==> config.mk <==
export PLATFORM = sky130hd
export DESIGN_NAME = tac_ctrl
export DESIGN_NICKNAME = d
export VERILOG_FILES = /design/src/rtl/tac_pkg.sv /design/src/rtl/tac_ctrl.sv
export SDC_FILE = /design/constraint.sdc
export NUM_CORES = 1
export LEC_CHECK = 0
export BUFFER_PORTS_ARGS = -buffer_cell sky130_fd_sc_hd__buf_4
export CAP_MARGIN = 20
export CORE_UTILIZATION = 35
export CTS_BUF_LIST = sky130_fd_sc_hd__clkbuf_4 sky130_fd_sc_hd__clkbuf_8
export CTS_CLUSTER_SIZE = 14
export DETAILED_ROUTE_END_ITERATION = 10
export PLACE_DENSITY = 0.6
export SLEW_MARGIN = 20
export SYNTH_ARGS = -nofsm -noshare
export SYNTH_HDL_FRONTEND = slang
export SYNTH_SLANG_ARGS = --single-unit
==> constraint.sdc <==
create_clock -name clk -period 4.3 [get_ports clk]
set_clock_uncertainty 0.2 [all_clocks]
set_input_delay 0.43 -clock clk [delete_from_list [all_inputs] [get_ports clk]]
set_output_delay 0.43 -clock clk [all_outputs]
set_load 0.005 [all_outputs]
==> src/rtl/tac_pkg.sv <==
// tac_pkg: constants for the touch converter control block
// assumes a 200 MHz core clock and a 16-bit serial register port
package tac_pkg;
  localparam int CLK_MHZ = 200; // core clock rate
  // serial frame: command word then data word
  localparam int FRAME_BITS = 32;
  localparam int CMD_BITS = 16;
  localparam int CMD_RD_BIT = 15; // 1 = read
  localparam int CMD_PAGE_LSB = 11; // 4-bit page
  localparam int CMD_ADDR_LSB = 5; // 6-bit address
  localparam logic [3:0] PAGE_CTRL = 4'h1;
  localparam logic [5:0] ADDR_ADC_CTRL = 6'h00;
  localparam logic [5:0] ADDR_DAC_CTRL = 6'h02;
  localparam logic [15:0] RD_UNMAPPED = 16'hffff;
  // converter control word fields
  localparam int F_PEN = 15;
  localparam int F_STS = 14;
  localparam int F_FN_LSB = 10;
  localparam int F_RES_LSB = 8;
  localparam int F_AVG_LSB = 6;
  localparam int F_CLK_LSB = 4;
  localparam int F_SET_LSB = 1;
  localparam int F_DPD = 15; // dac power-down bit
  // reset values
  localparam logic [3:0] FN_RST = 4'h0;
  localparam logic [1:0] RES_RST = 2'h0;
  localparam logic [1:0] AVG_RST = 2'h0;
  localparam logic [1:0] CLK_RST = 2'h0;
  localparam logic [2:0] SET_RST = 3'h0;
  localparam logic DPD_RST = 1'b0;
  // resolution and clock codes
  localparam logic [1:0] RES_8 = 2'h1;
  localparam logic [1:0] RES_10 = 2'h2;
  localparam logic [1:0] CLK_8M = 2'h0;
  localparam logic [1:0] CLK_4M = 2'h1;
  localparam logic [1:0] CLK_2M = 2'h2;
  // settling delays in microseconds
  localparam int SET_US_1 = 100;
  localparam int SET_US_2 = 500;
  localparam int SET_US_3 = 1000;
  localparam int SET_US_4 = 5000;
  localparam int SET_US_5 = 10000;
  localparam int SET_US_6 = 50000;
  localparam int SET_US_7 = 100000;
  // result channels
  localparam logic [3:0] CH_X = 4'h0;
  localparam logic [3:0] CH_Y = 4'h1;
  localparam logic [3:0] CH_Z1 = 4'h2;
  localparam logic [3:0] CH_Z2 = 4'h3;
  localparam logic [3:0] CH_B1 = 4'h4;
  localparam logic [3:0] CH_B2 = 4'h5;
  localparam logic [3:0] CH_A1 = 4'h6;
  localparam logic [3:0] CH_A2 = 4'h7;
  localparam logic [3:0] CH_T1 = 4'h8;
  localparam logic [3:0] CH_T2 = 4'h9;
  typedef enum logic [1:0] {
    DRV_XX = 2'h1, DRV_YY = 2'h2, DRV_YX = 2'h3
  } tac_drv_t;
endpackage

==> src/rtl/tac_ctrl.sv <==
// tac_ctrl: converter control word, dac power control, scan sequencer
// assumes an analog converter on clk that answers conv_start with
// conv_done and right-justified conv_data; serial pins are asynchronous
`timescale 1ns/1ps
`default_nettype none
module tac_ctrl
  import tac_pkg::*;
#(
  parameter int SET_CYC_1 = SET_US_1 * CLK_MHZ,
  parameter int SET_CYC_2 = SET_US_2 * CLK_MHZ,
  parameter int SET_CYC_3 = SET_US_3 * CLK_MHZ,
  parameter int SET_CYC_4 = SET_US_4 * CLK_MHZ,
  parameter int SET_CYC_5 = SET_US_5 * CLK_MHZ,
  parameter int SET_CYC_6 = SET_US_6 * CLK_MHZ,
  parameter int SET_CYC_7 = SET_US_7 * CLK_MHZ
) (
  input wire logic clk,
  input wire logic arst_n,
  input wire logic spi_sclk,
  input wire logic spi_cs_n,
  input wire logic spi_mosi,
  output logic spi_miso,
  output logic spi_miso_oe,
  input wire logic pen_down,
  input wire logic conv_done,
  input wire logic [11:0] conv_data,
  output logic conv_start,
  output logic adc_power,
  output logic [3:0] conv_channel,
  output logic [1:0] conv_resolution,
  output logic [1:0] conv_clock,
  output logic result_we,
  output logic [3:0] result_channel,
  output logic [11:0] result_data,
  output logic [1:0] panel_drive,
  output logic data_ready_n,
  output logic dac_power_down
);

  // counter wide enough for the longest delay
  localparam int CW = 25;

  // refuse delays the counter cannot hold or zero-length ones
  if (SET_CYC_1 < 1 || SET_CYC_7 >= (1 << CW) || SET_CYC_1 > SET_CYC_7) begin : g_chk
    $error("tac_ctrl: settling counts out of range");
  end

  typedef enum logic [2:0] {
    ST_IDLE, ST_PEN, ST_SETTLE, ST_START, ST_CONV, ST_DRIVE
  } tac_state_t;

  // synchronisers: stage a is read only by stage b
  logic [3:0] sync_a_ff; // raw capture
  logic [3:0] sync_b_ff; // safe to use
  logic sclk_d_ff; // previous sclk for edges
  logic sclk_s, cs_n_s, mosi_s, pen_s;

  // serial port state
  logic [5:0] bit_cnt_ff; // bits seen this frame
  logic [15:0] rx_ff; // incoming shift
  logic [15:0] cmd_ff; // latched command word
  logic [15:0] tx_ff; // outgoing read data
  logic wr_pulse_ff; // one-cycle write strobe
  logic [15:0] wdata_ff; // data of that write
  logic [5:0] waddr_ff; // address of that write
  logic miso_ff, miso_oe_ff;

  // control fields
  logic pen_mode_ff;
  logic [3:0] fn_ff;
  logic [1:0] res_ff, avg_ff, clk_ff;
  logic [2:0] set_ff;
  logic dpd_ff;
  logic sts_ff; // 1 = not busy

  // sequencer
  tac_state_t st_ff;
  logic [CW-1:0] cnt_ff; // settling countdown
  logic [1:0] idx_ff; // position in channel list
  logic [4:0] nav_ff; // conversions done this channel
  logic [15:0] acc_ff; // averaging sum
  logic start_ff, we_ff, dav_n_ff, pwr_ff;
  logic [3:0] ch_ff, rch_ff;
  logic [11:0] rdata_ff;
  logic [1:0] drv_ff;

  // two flip-flops on every serial pin and the pen input before use
  always_ff @(posedge clk or negedge arst_n) begin
    if (!arst_n) begin
      sync_a_ff <= 4'h2;
      sync_b_ff <= 4'h2;
      sclk_d_ff <= 1'b0;
    end else begin
      sync_a_ff <= {pen_down, spi_mosi, spi_cs_n, spi_sclk};
      sync_b_ff <= sync_a_ff;
      sclk_d_ff <= sync_b_ff[0];
    end
  end

  assign sclk_s = sync_b_ff[0];
  assign cs_n_s = sync_b_ff[1];
  assign mosi_s = sync_b_ff[2];
  assign pen_s = sync_b_ff[3];

  logic sclk_rise, sclk_fall;
  assign sclk_rise = sclk_s && !sclk_d_ff && !cs_n_s;
  assign sclk_fall = !sclk_s && sclk_d_ff && !cs_n_s;

  // decoded command fields
  logic cmd_ok;
  assign cmd_ok = cmd_ff[CMD_PAGE_LSB +: 4] == PAGE_CTRL;

  // read value of an address; unmapped reads all ones
  function automatic logic [15:0] rd_val(input logic [15:0] c);
    logic [15:0] v;
    v = RD_UNMAPPED;
    if (c[CMD_PAGE_LSB +: 4] == PAGE_CTRL) begin
      if (c[CMD_ADDR_LSB +: 6] == ADDR_ADC_CTRL) begin
        v = {pen_s, sts_ff, fn_ff, res_ff, avg_ff, clk_ff, set_ff, 1'b0};
      end else if (c[CMD_ADDR_LSB +: 6] == ADDR_DAC_CTRL) begin
        v = {dpd_ff, 15'h0000};
      end
    end
    return v;
  endfunction

  // serial receive: mode 0, sample on rising edge
  always_ff @(posedge clk or negedge arst_n) begin
    if (!arst_n) begin
      bit_cnt_ff <= 6'h00;
      rx_ff <= 16'h0000;
      cmd_ff <= 16'h0000;
      wr_pulse_ff <= 1'b0;
      wdata_ff <= 16'h0000;
      waddr_ff <= 6'h00;
    end else begin
      wr_pulse_ff <= 1'b0;
      if (cs_n_s) begin
        // deselect drops a partial frame
        bit_cnt_ff <= 6'h00;
      end else if (sclk_rise && bit_cnt_ff < 6'(FRAME_BITS)) begin
        rx_ff <= {rx_ff[14:0], mosi_s};
        bit_cnt_ff <= bit_cnt_ff + 6'h01;
        if (bit_cnt_ff == 6'(CMD_BITS - 1)) begin
          cmd_ff <= {rx_ff[14:0], mosi_s};
        end
        if (bit_cnt_ff == 6'(FRAME_BITS - 1) && !cmd_ff[CMD_RD_BIT] && cmd_ok) begin
          wr_pulse_ff <= 1'b1;
          wdata_ff <= {rx_ff[14:0], mosi_s};
          waddr_ff <= cmd_ff[CMD_ADDR_LSB +: 6];
        end
      end
    end
  end

  // serial transmit: shift on falling edge during data word
  always_ff @(posedge clk or negedge arst_n) begin
    if (!arst_n) begin
      tx_ff <= 16'h0000;
      miso_ff <= 1'b0;
      miso_oe_ff <= 1'b0;
    end else begin
      miso_oe_ff <= !cs_n_s;
      if (cs_n_s) begin
        miso_ff <= 1'b0;
      end else if (sclk_rise && bit_cnt_ff == 6'(CMD_BITS - 1)) begin
        // read data frozen at end of command word
        tx_ff <= rd_val({rx_ff[14:0], mosi_s});
      end else if (sclk_fall && bit_cnt_ff >= 6'(CMD_BITS)) begin
        miso_ff <= tx_ff[15];
        tx_ff <= {tx_ff[14:0], 1'b0};
      end
    end
  end

  logic wr_adc, wr_dac;
  assign wr_adc = wr_pulse_ff && waddr_ff == ADDR_ADC_CTRL;
  assign wr_dac = wr_pulse_ff && waddr_ff == ADDR_DAC_CTRL;

  // control word storage; bit zero is never stored
  always_ff @(posedge clk or negedge arst_n) begin
    if (!arst_n) begin
      pen_mode_ff <= 1'b0;
      fn_ff <= FN_RST;
      res_ff <= RES_RST;
      avg_ff <= AVG_RST;
      clk_ff <= CLK_RST;
      set_ff <= SET_RST;
    end else if (wr_adc) begin
      pen_mode_ff <= wdata_ff[F_PEN];
      fn_ff <= wdata_ff[F_FN_LSB +: 4];
      res_ff <= wdata_ff[F_RES_LSB +: 2];
      avg_ff <= wdata_ff[F_AVG_LSB +: 2];
      clk_ff <= wdata_ff[F_CLK_LSB +: 2];
      set_ff <= wdata_ff[F_SET_LSB +: 3];
    end
  end

  // dac power-down bit drives dac_power_down directly
  always_ff @(posedge clk or negedge arst_n) begin
    if (!arst_n) begin
      dpd_ff <= DPD_RST;
    end else if (wr_dac) begin
      dpd_ff <= wdata_ff[F_DPD];
    end
  end

  // channel list per function: {last, channel}
  function automatic logic [4:0] chan_at(input logic [3:0] f, input logic [1:0] i);
    logic [4:0] r;
    r = {1'b1, CH_X};
    unique case (f)
      4'h1: r = (i == 2'h0) ? {1'b0, CH_X} : {1'b1, CH_Y};
      4'h2: begin
        unique case (i)
          2'h0: r = {1'b0, CH_X};
          2'h1: r = {1'b0, CH_Y};
          2'h2: r = {1'b0, CH_Z1};
          default: r = {1'b1, CH_Z2};
        endcase
      end
      4'h3: r = {1'b1, CH_X};
      4'h4: r = {1'b1, CH_Y};
      4'h5: r = (i == 2'h0) ? {1'b0, CH_Z1} : {1'b1, CH_Z2};
      4'h6: r = {1'b1, CH_B1};
      4'h7: r = {1'b1, CH_B2};
      4'h8: r = {1'b1, CH_A1};
      4'h9: r = {1'b1, CH_A2};
      4'ha: r = {1'b1, CH_T1};
      4'hb: begin
        unique case (i)
          2'h0: r = {1'b0, CH_B1};
          2'h1: r = {1'b0, CH_B2};
          2'h2: r = {1'b0, CH_A1};
          default: r = {1'b1, CH_A2};
        endcase
      end
      4'hc: r = {1'b1, CH_T2};
      default: r = {1'b1, CH_X};
    endcase
    return r;
  endfunction

  // settling count for the selected code
  function automatic logic [CW-1:0] set_cyc(input logic [2:0] s);
    logic [CW-1:0] c;
    c = '0;
    unique case (s)
      3'h0: c = '0;
      3'h1: c = CW'(SET_CYC_1);
      3'h2: c = CW'(SET_CYC_2);
      3'h3: c = CW'(SET_CYC_3);
      3'h4: c = CW'(SET_CYC_4);
      3'h5: c = CW'(SET_CYC_5);
      3'h6: c = CW'(SET_CYC_6);
      3'h7: c = CW'(SET_CYC_7);
    endcase
    return c;
  endfunction

  // conversions per channel and shift for the mean
  logic [4:0] nav_need;
  logic [2:0] nav_shift;
  always_comb begin
    unique case (avg_ff)
      2'h0: begin nav_need = 5'd1; nav_shift = 3'd0; end
      2'h1: begin nav_need = 5'd4; nav_shift = 3'd2; end
      2'h2: begin nav_need = 5'd8; nav_shift = 3'd3; end
      default: begin nav_need = 5'd16; nav_shift = 3'd4; end
    endcase
  end

  // write-time decode of the new function
  logic [3:0] wfn;
  logic touch_fn, scan_fn, drive_fn;
  assign wfn = wdata_ff[F_FN_LSB +: 4];
  assign touch_fn = wfn >= 4'h1 && wfn <= 4'h5;
  assign scan_fn = wfn == 4'h1 || wfn == 4'h2;
  assign drive_fn = wfn >= 4'hd;

  logic [4:0] cur;
  logic [15:0] acc_nxt;
  logic cont_fn;
  assign cur = chan_at(fn_ff, idx_ff);
  assign acc_nxt = acc_ff + {4'h0, conv_data};
  assign cont_fn = fn_ff == 4'h1 || fn_ff == 4'h2;

  // scan sequencer
  always_ff @(posedge clk or negedge arst_n) begin
    if (!arst_n) begin
      st_ff <= ST_IDLE;
      cnt_ff <= '0;
      idx_ff <= 2'h0;
      nav_ff <= 5'h00;
      acc_ff <= 16'h0000;
      start_ff <= 1'b0;
      we_ff <= 1'b0;
      rch_ff <= CH_X;
      rdata_ff <= 12'h000;
      sts_ff <= 1'b1;
      dav_n_ff <= 1'b1;
    end else begin
      start_ff <= 1'b0;
      we_ff <= 1'b0;
      if (wr_adc) begin
        // any converter control word write aborts the running function
        idx_ff <= 2'h0;
        nav_ff <= 5'h00;
        acc_ff <= 16'h0000;
        if (wdata_ff[F_STS] || wfn == 4'h0) begin
          st_ff <= ST_IDLE;
          sts_ff <= 1'b1;
        end else if (drive_fn) begin
          st_ff <= ST_DRIVE;
          sts_ff <= 1'b1;
        end else begin
          sts_ff <= 1'b0;
          dav_n_ff <= 1'b1;
          cnt_ff <= set_cyc(wdata_ff[F_SET_LSB +: 3]);
          if (scan_fn && wdata_ff[F_PEN]) begin
            st_ff <= ST_PEN;
          end else if (touch_fn) begin
            st_ff <= ST_SETTLE;
          end else begin
            st_ff <= ST_START;
          end
        end
      end else begin
        unique case (st_ff)
          ST_IDLE, ST_DRIVE: begin
            // nothing runs; drivers follow the state
          end
          ST_PEN: begin
            // touch-triggered mode waits for the pen
            if (pen_s) begin
              st_ff <= ST_SETTLE;
              cnt_ff <= set_cyc(set_ff);
            end
          end
          ST_SETTLE: begin
            if (cnt_ff == '0) begin
              st_ff <= ST_START;
            end else begin
              cnt_ff <= cnt_ff - CW'(1);
            end
          end
          ST_START: begin
            start_ff <= 1'b1;
            st_ff <= ST_CONV;
          end
          ST_CONV: begin
            if (conv_done) begin
              if (nav_ff + 5'h01 < nav_need) begin
                // more of the averaging set, stay busy
                nav_ff <= nav_ff + 5'h01;
                acc_ff <= acc_nxt;
                st_ff <= ST_START;
              end else begin
                we_ff <= 1'b1;
                rch_ff <= cur[3:0];
                rdata_ff <= 12'(acc_nxt >> nav_shift);
                nav_ff <= 5'h00;
                acc_ff <= 16'h0000;
                if (!cur[4]) begin
                  idx_ff <= idx_ff + 2'h1;
                  st_ff <= ST_START;
                end else if (cont_fn && pen_s) begin
                  // scan repeats while the pen stays down
                  idx_ff <= 2'h0;
                  st_ff <= ST_START;
                  dav_n_ff <= 1'b0;
                end else begin
                  idx_ff <= 2'h0;
                  st_ff <= ST_IDLE;
                  sts_ff <= 1'b1;
                  dav_n_ff <= 1'b0;
                end
              end
            end
          end
        endcase
      end
    end
  end

  // converter set-up outputs; bad fast rates fall to 2 MHz
  always_ff @(posedge clk or negedge arst_n) begin
    if (!arst_n) begin
      ch_ff <= CH_X;
      pwr_ff <= 1'b0;
      drv_ff <= 2'h0;
      conv_resolution <= RES_RST;
      conv_clock <= CLK_2M;
    end else begin
      ch_ff <= cur[3:0];
      // stop powers the converter down at once
      pwr_ff <= st_ff == ST_START || st_ff == ST_CONV || st_ff == ST_SETTLE;
      drv_ff <= st_ff == ST_DRIVE ? fn_ff[1:0] : 2'h0;
      conv_resolution <= res_ff;
      if ((clk_ff == CLK_8M && res_ff != RES_8) || (clk_ff == CLK_4M && res_ff != RES_10)) begin
        conv_clock <= CLK_2M;
      end else begin
        conv_clock <= clk_ff;
      end
    end
  end

  assign spi_miso = miso_ff;
  assign spi_miso_oe = miso_oe_ff;
  assign conv_start = start_ff;
  assign adc_power = pwr_ff;
  assign conv_channel = ch_ff;
  assign result_we = we_ff;
  assign result_channel = rch_ff;
  assign result_data = rdata_ff;
  assign panel_drive = drv_ff;
  assign data_ready_n = dav_n_ff;
  assign dac_power_down = dpd_ff;

endmodule
`default_nettype wire

**Word level (Yosys, flattened, before mapping)**

Memories as Yosys holds them, arrays and structs flattened.
Cells that the tools add are included.

- Flip-flop bits (word level): 183
- Memory bits (read-only): 304
- Input bits: 19
- Word-level logic and storage cells: 218
- Memories kept: 2

- Add/sub/neg operators: 5
- Magnitude comparators: 6
- Equal/unequal tests: 40
- Shifts and indexed selects: 1
- Mux-type cells: 74
- Bitwise logic cells: 3
- Reductions and logical operators: 53

Memory list:

| name | words | width | read ports | clocked after Yosys merged registers in | wr ports | line | source |
|---|---|---|---|---|---|---|---|
| (name not given) | 8 | 19 | 1 | 0 | 0 | tac_ctrl.sv:248 | `unique case (s)` |
| (name not given) | 8 | 19 | 1 | 0 | 0 | tac_ctrl.sv:248 |  |

Operators with widths:

| operator | number |
|---|---|
| two-way mux 16 bit | 9 |
| two-way mux 25 bit | 5 |
| case mux 5 bit (11 select lines) | 1 |
| case mux 25 bit (2 select lines) | 1 |
| case mux 5 bit (3 select lines) | 3 |
| two-way mux 5 bit | 6 |
| two-way mux 1 bit | 28 |
| logical NOT 25 bit | 1 |
| subtractor 25 x 1 -> 25 bit, second input constant | 1 |
| two-way mux 2 bit | 11 |
| == test 4 bit, second input constant | 5 |
| two-way mux 3 bit | 6 |
| adder 16 x 12 -> 16 bit | 1 |
| == test 4 x 1 -> 1 bit, second input constant | 4 |
| == test 4 x 3 -> 1 bit, second input constant | 4 |
| logical AND 1 bit | 16 |
| right shift 16 x 3 -> 12 bit | 1 |
| == test 6 x 2 -> 1 bit, second input constant | 2 |
| logical NOT 6 bit | 2 |
| two-way mux 6 bit | 2 |
| != test 2 bit, second input constant | 6 |
| != test 3 bit, second input constant | 4 |
| case mux 3 bit (4 select lines) | 1 |
| nonzero test 2 bit | 6 |
| 31 further kinds | 56 |

**Logic depth before layout (Yosys ltp)**

Gate-level depths: netlist (run 1).

- Word-level depth: 9
- Depth in mapped cells: 13
- Depth with buffers taken out: 12

**Least setup slack after synthesis (run 1)**

No wires, ideal clock.

- Path kind: input to register
- From: in conv_data[0]
- To: reg rdata_ff[10] (netlist: result_data[10])
- Setup time: 0.082 ns
- Data arrival time: 2.745 ns
- Data required time: 4.018 ns
- Setup slack: 1.273 ns
- Stages on the path: 11
- Buffers on the path: 0
- Path through: ha_1 -> inv_1 -> fa_1 -> nand2b_1 -> a21o_1 -> a31oi_2 -> o41ai_4 -> xor2_1 -> mux4_2 -> or2_1 -> a31oi_1

- Word-level cells in the longest chain between the ends: 2

Ends and longest elaborated chain:

| element | line | source |
|---|---|---|
| start, declared | tac_ctrl.sv:26 | `input wire logic [11:0] conv_data,` |
| adder 16 x 12 -> 16 bit | tac_ctrl.sv:285 | `assign acc_nxt = acc_ff + {4'h0, conv_data};` |
| right shift 16 x 3 -> 12 bit | tac_ctrl.sv:361 | `rdata_ff <= 12'(acc_nxt >> nav_shift);` |
| end signal, assigned | tac_ctrl.sv:361 |  |
| end, declared | tac_ctrl.sv:84 | `logic [11:0] rdata_ff;` |

Every way passes these cells.
A chain may end at the register's enable or synchronous reset.

**Worst setup path after layout (run 1)**

- From: reg avg_ff[0]
- To: reg rch_ff[2] (netlist: result_channel[2])

- Word-level cells in the longest chain between the ends: 5

Ends and longest elaborated chain:

| element | line | source |
|---|---|---|
| start, declared | tac_ctrl.sv:71 | `logic [1:0] res_ff, avg_ff, clk_ff;` |
| start signal, assigned | tac_ctrl.sv:193 | `avg_ff <= wdata_ff[F_AVG_LSB +: 2];` |
| == test 2 bit, or another cell as far along | tac_ctrl.sv:265 | `unique case (avg_ff)` |
| case mux 5 bit (3 select lines) * | tac_ctrl.sv:265 |  |
| < comparator 5 bit * | tac_ctrl.sv:353 | `if (nav_ff + 5'h01 < nav_need) begin` |
| inverter 1 bit (no line) * | n/a |  |
| AND reduction 4 bit (no line) * | n/a |  |
| end signal, assigned | tac_ctrl.sv:360 | `rch_ff <= cur[3:0];` |
| end, declared | tac_ctrl.sv:83 | `logic [3:0] ch_ff, rch_ff;` |

Every way passes the cells marked *; elsewhere a longest branch is shown, timed or not.

==> results.txt, run 1 <==
- Status: completed
- After synthesis the netlist holds a flip-flop and latch count of 177.
* Area of the multi-input gates: 4790 µm²
- In the routed design, unresolved DRC markers number 0.
* Kind of path behind the tightest hold check: flop to flop
- Aggregate negative setup slack: 0 ns
- Overflow left after global routing: 0
* Slew at the pin closest to its max-slew limit: 1.00 ns
- Placer's final routability congestion estimate: 0.841
- The startpoint identified for the worst register-to-register timing path is avg_ff[0].
* CP Class: flop to flop
- Antenna violations before repair: 0
- The tree is rooted in a clkbuf_8.
* Core utilization of the finished layout: 40.1%
- Period utilization: 83.5%
* Buffers inserted by post-CTS timing repair: 0
* VDD IR-drop max: 0.167 mV
- Synthesized area per cell: 9.80 µm²
* Yosys top cell area share: 45.2%
* H-Tree Depth: 4
- Final Hold Fails: 0
- Max-cap violations: 0
- Global routing consumed, over all layers together, 16.4% of the routing resources.
* Vias per cell: 5.39
* Top cells by area, synth: dfrtp_1, mux2_2, nand2_1
- Count of routing violations after the opening detailed-route iteration: 499
* Instance area after placement: 10300 µm²
- Max Root-Sink Buffers: 2
- Hold worst-path end: sync_b_ff[0]
- DIE WIDTH: 167 µm
- The critical path starts at avg_ff[0].
- The later pin in the worst-skew pair is clocked with a latency of 0.47 ns.
* Detailed-routing iteration count for the pre-antenna-repair pass: 5
* Total number of vias: 7383
- The number of nets handed over by synthesis was 1025.
* FF-to-FF path depth: 11
- Setup repair after global routing left no endpoint under its margin.
* Worst reg2reg setup slack: 0.71 ns
* First-pass GRT wire length: 37000 µm
- After filler insertion, the fill cell instance count of the layout stands at 2633.
- Area taken by flip-flops and latches: 4440 µm²
- In the final layout, the share of cells above drive strength 1 is 18.4%.
- Number of inserted diodes: 0
* Final critical delay including setup and external delays: 3.59 ns
- Endpoint kind of the worst setup timing path: flop
- For this configuration, the core starts out at a cell density of 35.5%.
- Async set-or-reset flop fraction in the synthesized netlist: 100%
- The detail route stage leaves a number of antenna-violating nets equal to 0.
- Setup violations remaining at the end of the flow were counted as 0.
- HPWL after detailed placement: 15400 µm
- Summed over all cells, the static leakage comes to 0.00487 µW.
* Max-slew headroom at the worst pin: 33.0%
- WP data required: 4.45 ns
* Post-route cell area: 10800 µm²
- Arrival time of data at the critical path endpoint: 3.74 ns
* Most used flip-flop cell after synthesis: dfrtp_1
- In the final design database the tool counted 1070 nets.
- The worst hold path was traced through 0 stages.
- Max Fanout on Critical Path: 14
- The endpoint identified for the worst register-to-register timing path is result_channel[2].
* Most frequent cells in the layout: dfrtp_1, nand2_1, nor2_1
* Cell taking the most area after synthesis: dfrtp_1
- Setup crit start kind: flop
* Maximum number of pins on one net before global-route repair: 107
* CTS clock-pin slew for the worst setup and hold paths: 0.10 ns
- Number of global-route vias before repair: 7146
- Worst Min Path Start: sync_a_ff[0]
- The floorplan step defined a die boundary enclosing 27900 µm².
- Chip Height: 167 µm
- YS warnings: 0
* Count of flip-flops with a built-in enable after synthesis: 0
* Count of different cell masters after synthesis: 84
- Relative to the synthesized area, the layout overhead comes to 12.9%.
* Number of clock sinks: 177
* Total detailed-routing wirelength: 22000 µm
* Sequential element share of the synthesized area: 46.6%
- Inserted Clock Buffers: 17
- TritonCTS clock tree: built
- Cells after Synth: 971
* Pwr per Cell Area: 401 nW/µm²
- After synthesis the cells add up to 9520 µm².
- Final Slew Violations: 0
* Number of port buffers: 51
- During I/O placement, the number of pins put on the boundary was 52.
- Most frequent standard cell in the layout excluding fill and tap cells: dfrtp_1
- Average routed wire per standard cell: 16.1 µm
* Maximum frequency from static timing analysis: 0.279 GHz
* Std cell rows: 60
- The core region is 26800 µm².
## per-stage QoR
step	cells	setup WS, ns	hold slack [ns]	power (µW)
finish	1370	0.711	0.158	4310
floorplan	971	1.27	-0.0656	2740
global route	1370	0.404	0.160	4580
detailed placement	1333	0.746	0.140	3120
global placement	1333	0.863	0.133	3100
CTS	1370	0.723	0.136	4360
## report_power, final
group	switching (µW)	internal, µW
Sequential	187	1850
Clock	675	547
Combinational	616	438
## how the worst max path moves through the flow
stage                                    to  slack (ns)
final                     result_channel[2]        0.71
after global routing      result_channel[2]        0.40
after CTS                 result_channel[2]        0.72
after detailed placement  result_channel[2]        0.75
after global placement    result_channel[2]        0.86
after floorplan             result_data[10]        1.27
## metal layers
| layer | global-route usage (%) | vias to the layer above | routed length (µm) |
|---|---|---|---|
| met5 | 0 | - | 0 |
| met4 | 5.19 | 0 | 327 |
| met3 | 2.71 | 23 | 763 |
| met2 | 25.7 | 141 | 10000 |
| met1 | 23.2 | 3640 | 10900 |
| li1 | - | 3579 | - |
## cells in the mapped netlist, drive strengths merged (14+ instances only)
master and n:
dfrtp 172, nand2 119, nor2 99, o21ai 72
a21oi 70, mux2 45, clkbuf 34, ha 34
inv 31, nor3 29, a211oi 28, a31oi 17
mux2i 15, a22o 14, xnor2 14
## sequential cells by signal, indices dropped and copies added, names as in the netlist, 2 cells and up
name / count
idx_ff: 2
tx_ff: 16
rx_ff: 15
conv_clock: 2
result_channel: 4
bit_cnt_ff: 6
avg_ff: 2
set_ff: 3
panel_drive: 2
res_ff: 2
waddr_ff: 6
fn_ff: 4
result_data: 12
nav_ff: 5
cmd_ff: 11
conv_resolution: 2
sync_a_ff: 4
cnt_ff: 25
st_ff: 3
conv_channel: 4
acc_ff: 16
sync_b_ff: 4
wdata_ff: 15
clk_ff: 2
## logic make-up after synthesis
family,Yosys count,synth area share [%]
and+or+nand+nor,327,16.6
muxes,65,8.08
adders and majority gates,35,4.68
xor gates and xnor gates,25,2.30
DFF,177,46.6
AOI/OAI and AO/OA,266,18.6
buffers and inverters,76,3.18
## layout make-up
cell class              instances  area share [%]
clock buffers                  18            2.25
clock inverters                14            1.59
inverters                      31            1.08
multi-input cells             718            44.6
flip-flops and latches        177            41.3
well taps                     341            3.97
repair buffers                 71            5.25
## what timing repair did
| item | in CTS | in global routing |
|---|---|---|
| hold buffers | 5 | 0 |
| hold endpoints to repair | 106 | 0 |
| gates resized for setup | 0 | 0 |
## worst max-delay path, stage by stage (launching register included)
cell	delay (ns)
dfrtp_1	0.43
inv_1	0.12
ha_1	0.50
inv_1	0.40
ha_1	0.39
a21o_1	0.10
a21oi_1	0.06
buf_4	0.14
nor2_1	0.14
nand2_1	0.19
inv_1	0.41
mux2_2	0.38
Note: power is estimated with default switching activity, not from simulation.
==> run 2: changes to the inputs <==
==> constraint.sdc (replaced) <==
create_clock -name clk -period 3.4 [get_ports clk]
set_clock_uncertainty 0.2 [all_clocks]
set_input_delay 0.34 -clock clk [delete_from_list [all_inputs] [get_ports clk]]
set_output_delay 0.34 -clock clk [all_outputs]
set_load 0.005 [all_outputs]
==> results.txt, run 2 (synthesized netlist as in run 1, its figures left out) <==
* Clock group share of total power: 27.5% (-0.8 points)
* Share of power burned in registers: 47.2% (about the same)
- The detailed-router iteration count before antenna repair came to 5 (unchanged).
- The total number of clock tree sinks is 177 (unchanged).
- Placer's final routability congestion estimate: 0.913 (+8.6%)
* Signed area change from the synthesized netlist to the final layout: 13.8%
- Final Slew Violations: 0 (unchanged)
- Post-cts sizing count: 0 (unchanged)
- The remaining design rule violation count came to 0 (unchanged).
* Hold-fix buffers at CTS: 5 (unchanged)
- The highest clock frequency the design can meet was 0.314 GHz (+13%).
- The maximum net fanout on the critical path was 7 (-7).
* DIE WIDTH: 167 µm (unchanged)
- WP data required: 3.60 ns (-0.85 ns)
* Final setup vio count: 0 (unchanged)
* Total number of vias: 7324 (-0.80%)
- The critical path is of the flop to flop type.
- Combinational power share: 25.3% (+0.9 points)
- Clock root buffer: clkbuf_8
* Chip Height: 167 µm (unchanged)
* Number of port buffers: 51 (unchanged)
* Post-DRT Antenna Nets: 0 (unchanged)
- TritonCTS clock tree: built
- Overflow left after global routing: 0 (unchanged)
- The worst hold slack across all endpoints was 0.0538 ns (-0.105 ns).
* Most frequent cells in the layout: dfrtp_1, nand2_1, nor2_1
* Core utilization of the finished layout: 40.4% (+0.32 points)
- The post-route minimum period came to 3.18 ns (-0.408 ns).
- The post-route fraction of the period consumed by the critical path is 93.5% (+10 points).
* Layout net count: 1080 (+0.93%)
* CTS clock-pin slew for the worst setup and hold paths: 0.10 ns (about the same)
- Setup repair after global routing left no endpoint under its margin.
- The maximum level of the CTS H-tree came to 4 (unchanged).
- Switching power: 1900 µW (+29%)
- The number of clock buffers inserted by TritonCTS is 17 (unchanged).
* Endpoint of the worst-slack reg-to-reg timing path: result_data[10]
* Std cell rows: 60 (unchanged)
- The placed wire-length estimate came to 15500 µm (+0.89%).
- The wire length of the first global-routing pass was 37400 µm (+1.1%).
- Number of top-level pins: 52 (unchanged)
* Final Instance Count excl. Fillers: 1380 (+0.73%)
- Max FFs per register: 25 (unchanged)
- The worst hold path belongs to the class input port to flop.
- Max-cap violations: 0 (unchanged)
* VDD IR-drop max: 0.251 mV (+50%)
- The mean routed wirelength per cell came to 15.9 µm (-0.99%).
- Initial standard-cell utilization of the core: 35.5% (unchanged)
- Most frequent standard cell in the layout excluding fill and tap cells: dfrtp_1
- The largest registers in the layout are cnt_ff (25), acc_ff (16), tx_ff (16).
* Fraction of layout cells with a size suffix above 1: 19.2% (+0.79 points)
* FF-to-FF path depth: 11 (unchanged)
* Total die area: 27900 µm² (unchanged)
* End point of the critical path: result_data[10]
- The via count of the first global-routing pass was 7098 (-0.67%).
- The most critical setup path has its startpoint at acc_ff[0].
- Setup crit start kind: flop
- The number of instances in the placed design is 1343 (+0.75%).
- Pwr per Cell Area: 503 nW/µm² (+25%)
- The design internal power is 3550 µW (+25%).
- Aggregate negative setup slack: 0 ns (unchanged)
* Worst reg2reg setup slack: 0.22 ns (-0.49 ns)
* Status: completed
* Beginning of the worst register-to-register path: acc_ff[0]
- The number of antenna cells inserted is 0 (unchanged).
* Buffers inserted by post-CTS timing repair: 0 (unchanged)
- The register with the most flip-flops in the final layout is cnt_ff.
- The static leakage was 0.00492 µW (+1.1%).
- The total count of hold-check failures in the final report came to 0 (unchanged).
- The number of buffers on the longest clock path was 2 (unchanged).
* Total detailed-routing wirelength: 22000 µm (-0.27%)
- Antenna violations before repair: 0 (unchanged)
- Gr usage total: 16.6% (+0.17 points)
- The total core area is 26800 µm² (unchanged).
- The first-iteration detailed-routing DRC count was 513 (+2.8%).
- Maximum number of pins on one net before global-route repair: 63 (-41%)
- The worst setup path is captured at a flop.
- The worst endpoint data arrival time is 3.38 ns (-0.36 ns).
- Clock latency reported for the late side of the worst-skew pair: 0.48 ns (about the same)
- The worst-margin pin slew came to 0.941 ns (-0.0598 ns).
- Vias per cell: 5.31 (-1.5%)
* Max-slew headroom at the worst pin: 37.1% (+4.1 points)
- Net switching share of the total power: 34.9% (+0.65 points)
run 2: cell types whose count changed in the layout (fill, tap and decap cells not counted), sizes merged:
cell      delta
clkinvlp     -1
bufinv       -1
inv          +1
buf         +11
clkbuf       -2
clkinv       +2
run 2: layout make-up:
type                            count  area (µm²)
Clock inverter                     15         166
Multi-Input combinational cell    718        4790
Sequential cell                   177        4440
Clock buffer                       17         234
Tap cell                          341         427
Fill cell                        2638       16000
Inverter                           31         116
Timing Repair Buffer               81         662
run 2: worst min-delay path by stage:
stage,startpoint,endpoint,slack [ns],cells after the start
after floorplan,arst_n,acc_ff[0],-0.16,0
after global placement,sync_a_ff[0],sync_b_ff[0],0.13,0
after detailed placement,sync_a_ff[0],sync_b_ff[0],0.14,0
after CTS,conv_data[0],acc_ff[0],0.04,3
after global routing,conv_data[0],acc_ff[0],0.05,3
final,conv_data[0],acc_ff[0],0.05,3
run 2: metal layers:
layer	part of all wire, %	vias up	track usage [%]
met1	50	3571	23.3
met5	0	-	0
met3	3.4	14	2.59
met2	46	139	26.6
met4	1.0	0	4.35
li1	-	3600	-
run 2: critical path, cell delays in order, from the launching register on:
cell,delay (ns)
dfrtp_1,0.36
ha_1,0.21
inv_1,0.07
fa_1,0.40
nand2b_1,0.19
a21o_1,0.21
a31oi_2,0.28
o41ai_4,0.16
xor2_1,0.17
mux4_2,0.48
or2_1,0.22
a31oi_1,0.15
run 2: stage by stage:
| step | setup slack [ns] | total power [µW] | instance area (µm²) |
|---|---|---|---|
| floorplan | 0.463 | 3460 | 9520 |
| global placement | 0.214 | 3970 | 10400 |
| detailed placement | 0.172 | 3990 | 10400 |
| CTS | 0.209 | 5510 | 10800 |
| global route | 0.0754 | 5780 | 10800 |
| finish | 0.219 | 5450 | 10800 |
run 2: power groups by stage:
stage	Combinational [µW]	Clock, µW	Sequential (µW)
2_1_floorplan	924	0	2540
3_3_place_gp	1360	0	2610
3_5_place_dp	1380	0	2610
4_1_cts	1390	1550	2570
5_1_grt	1540	1640	2610
6_report	1380	1500	2570
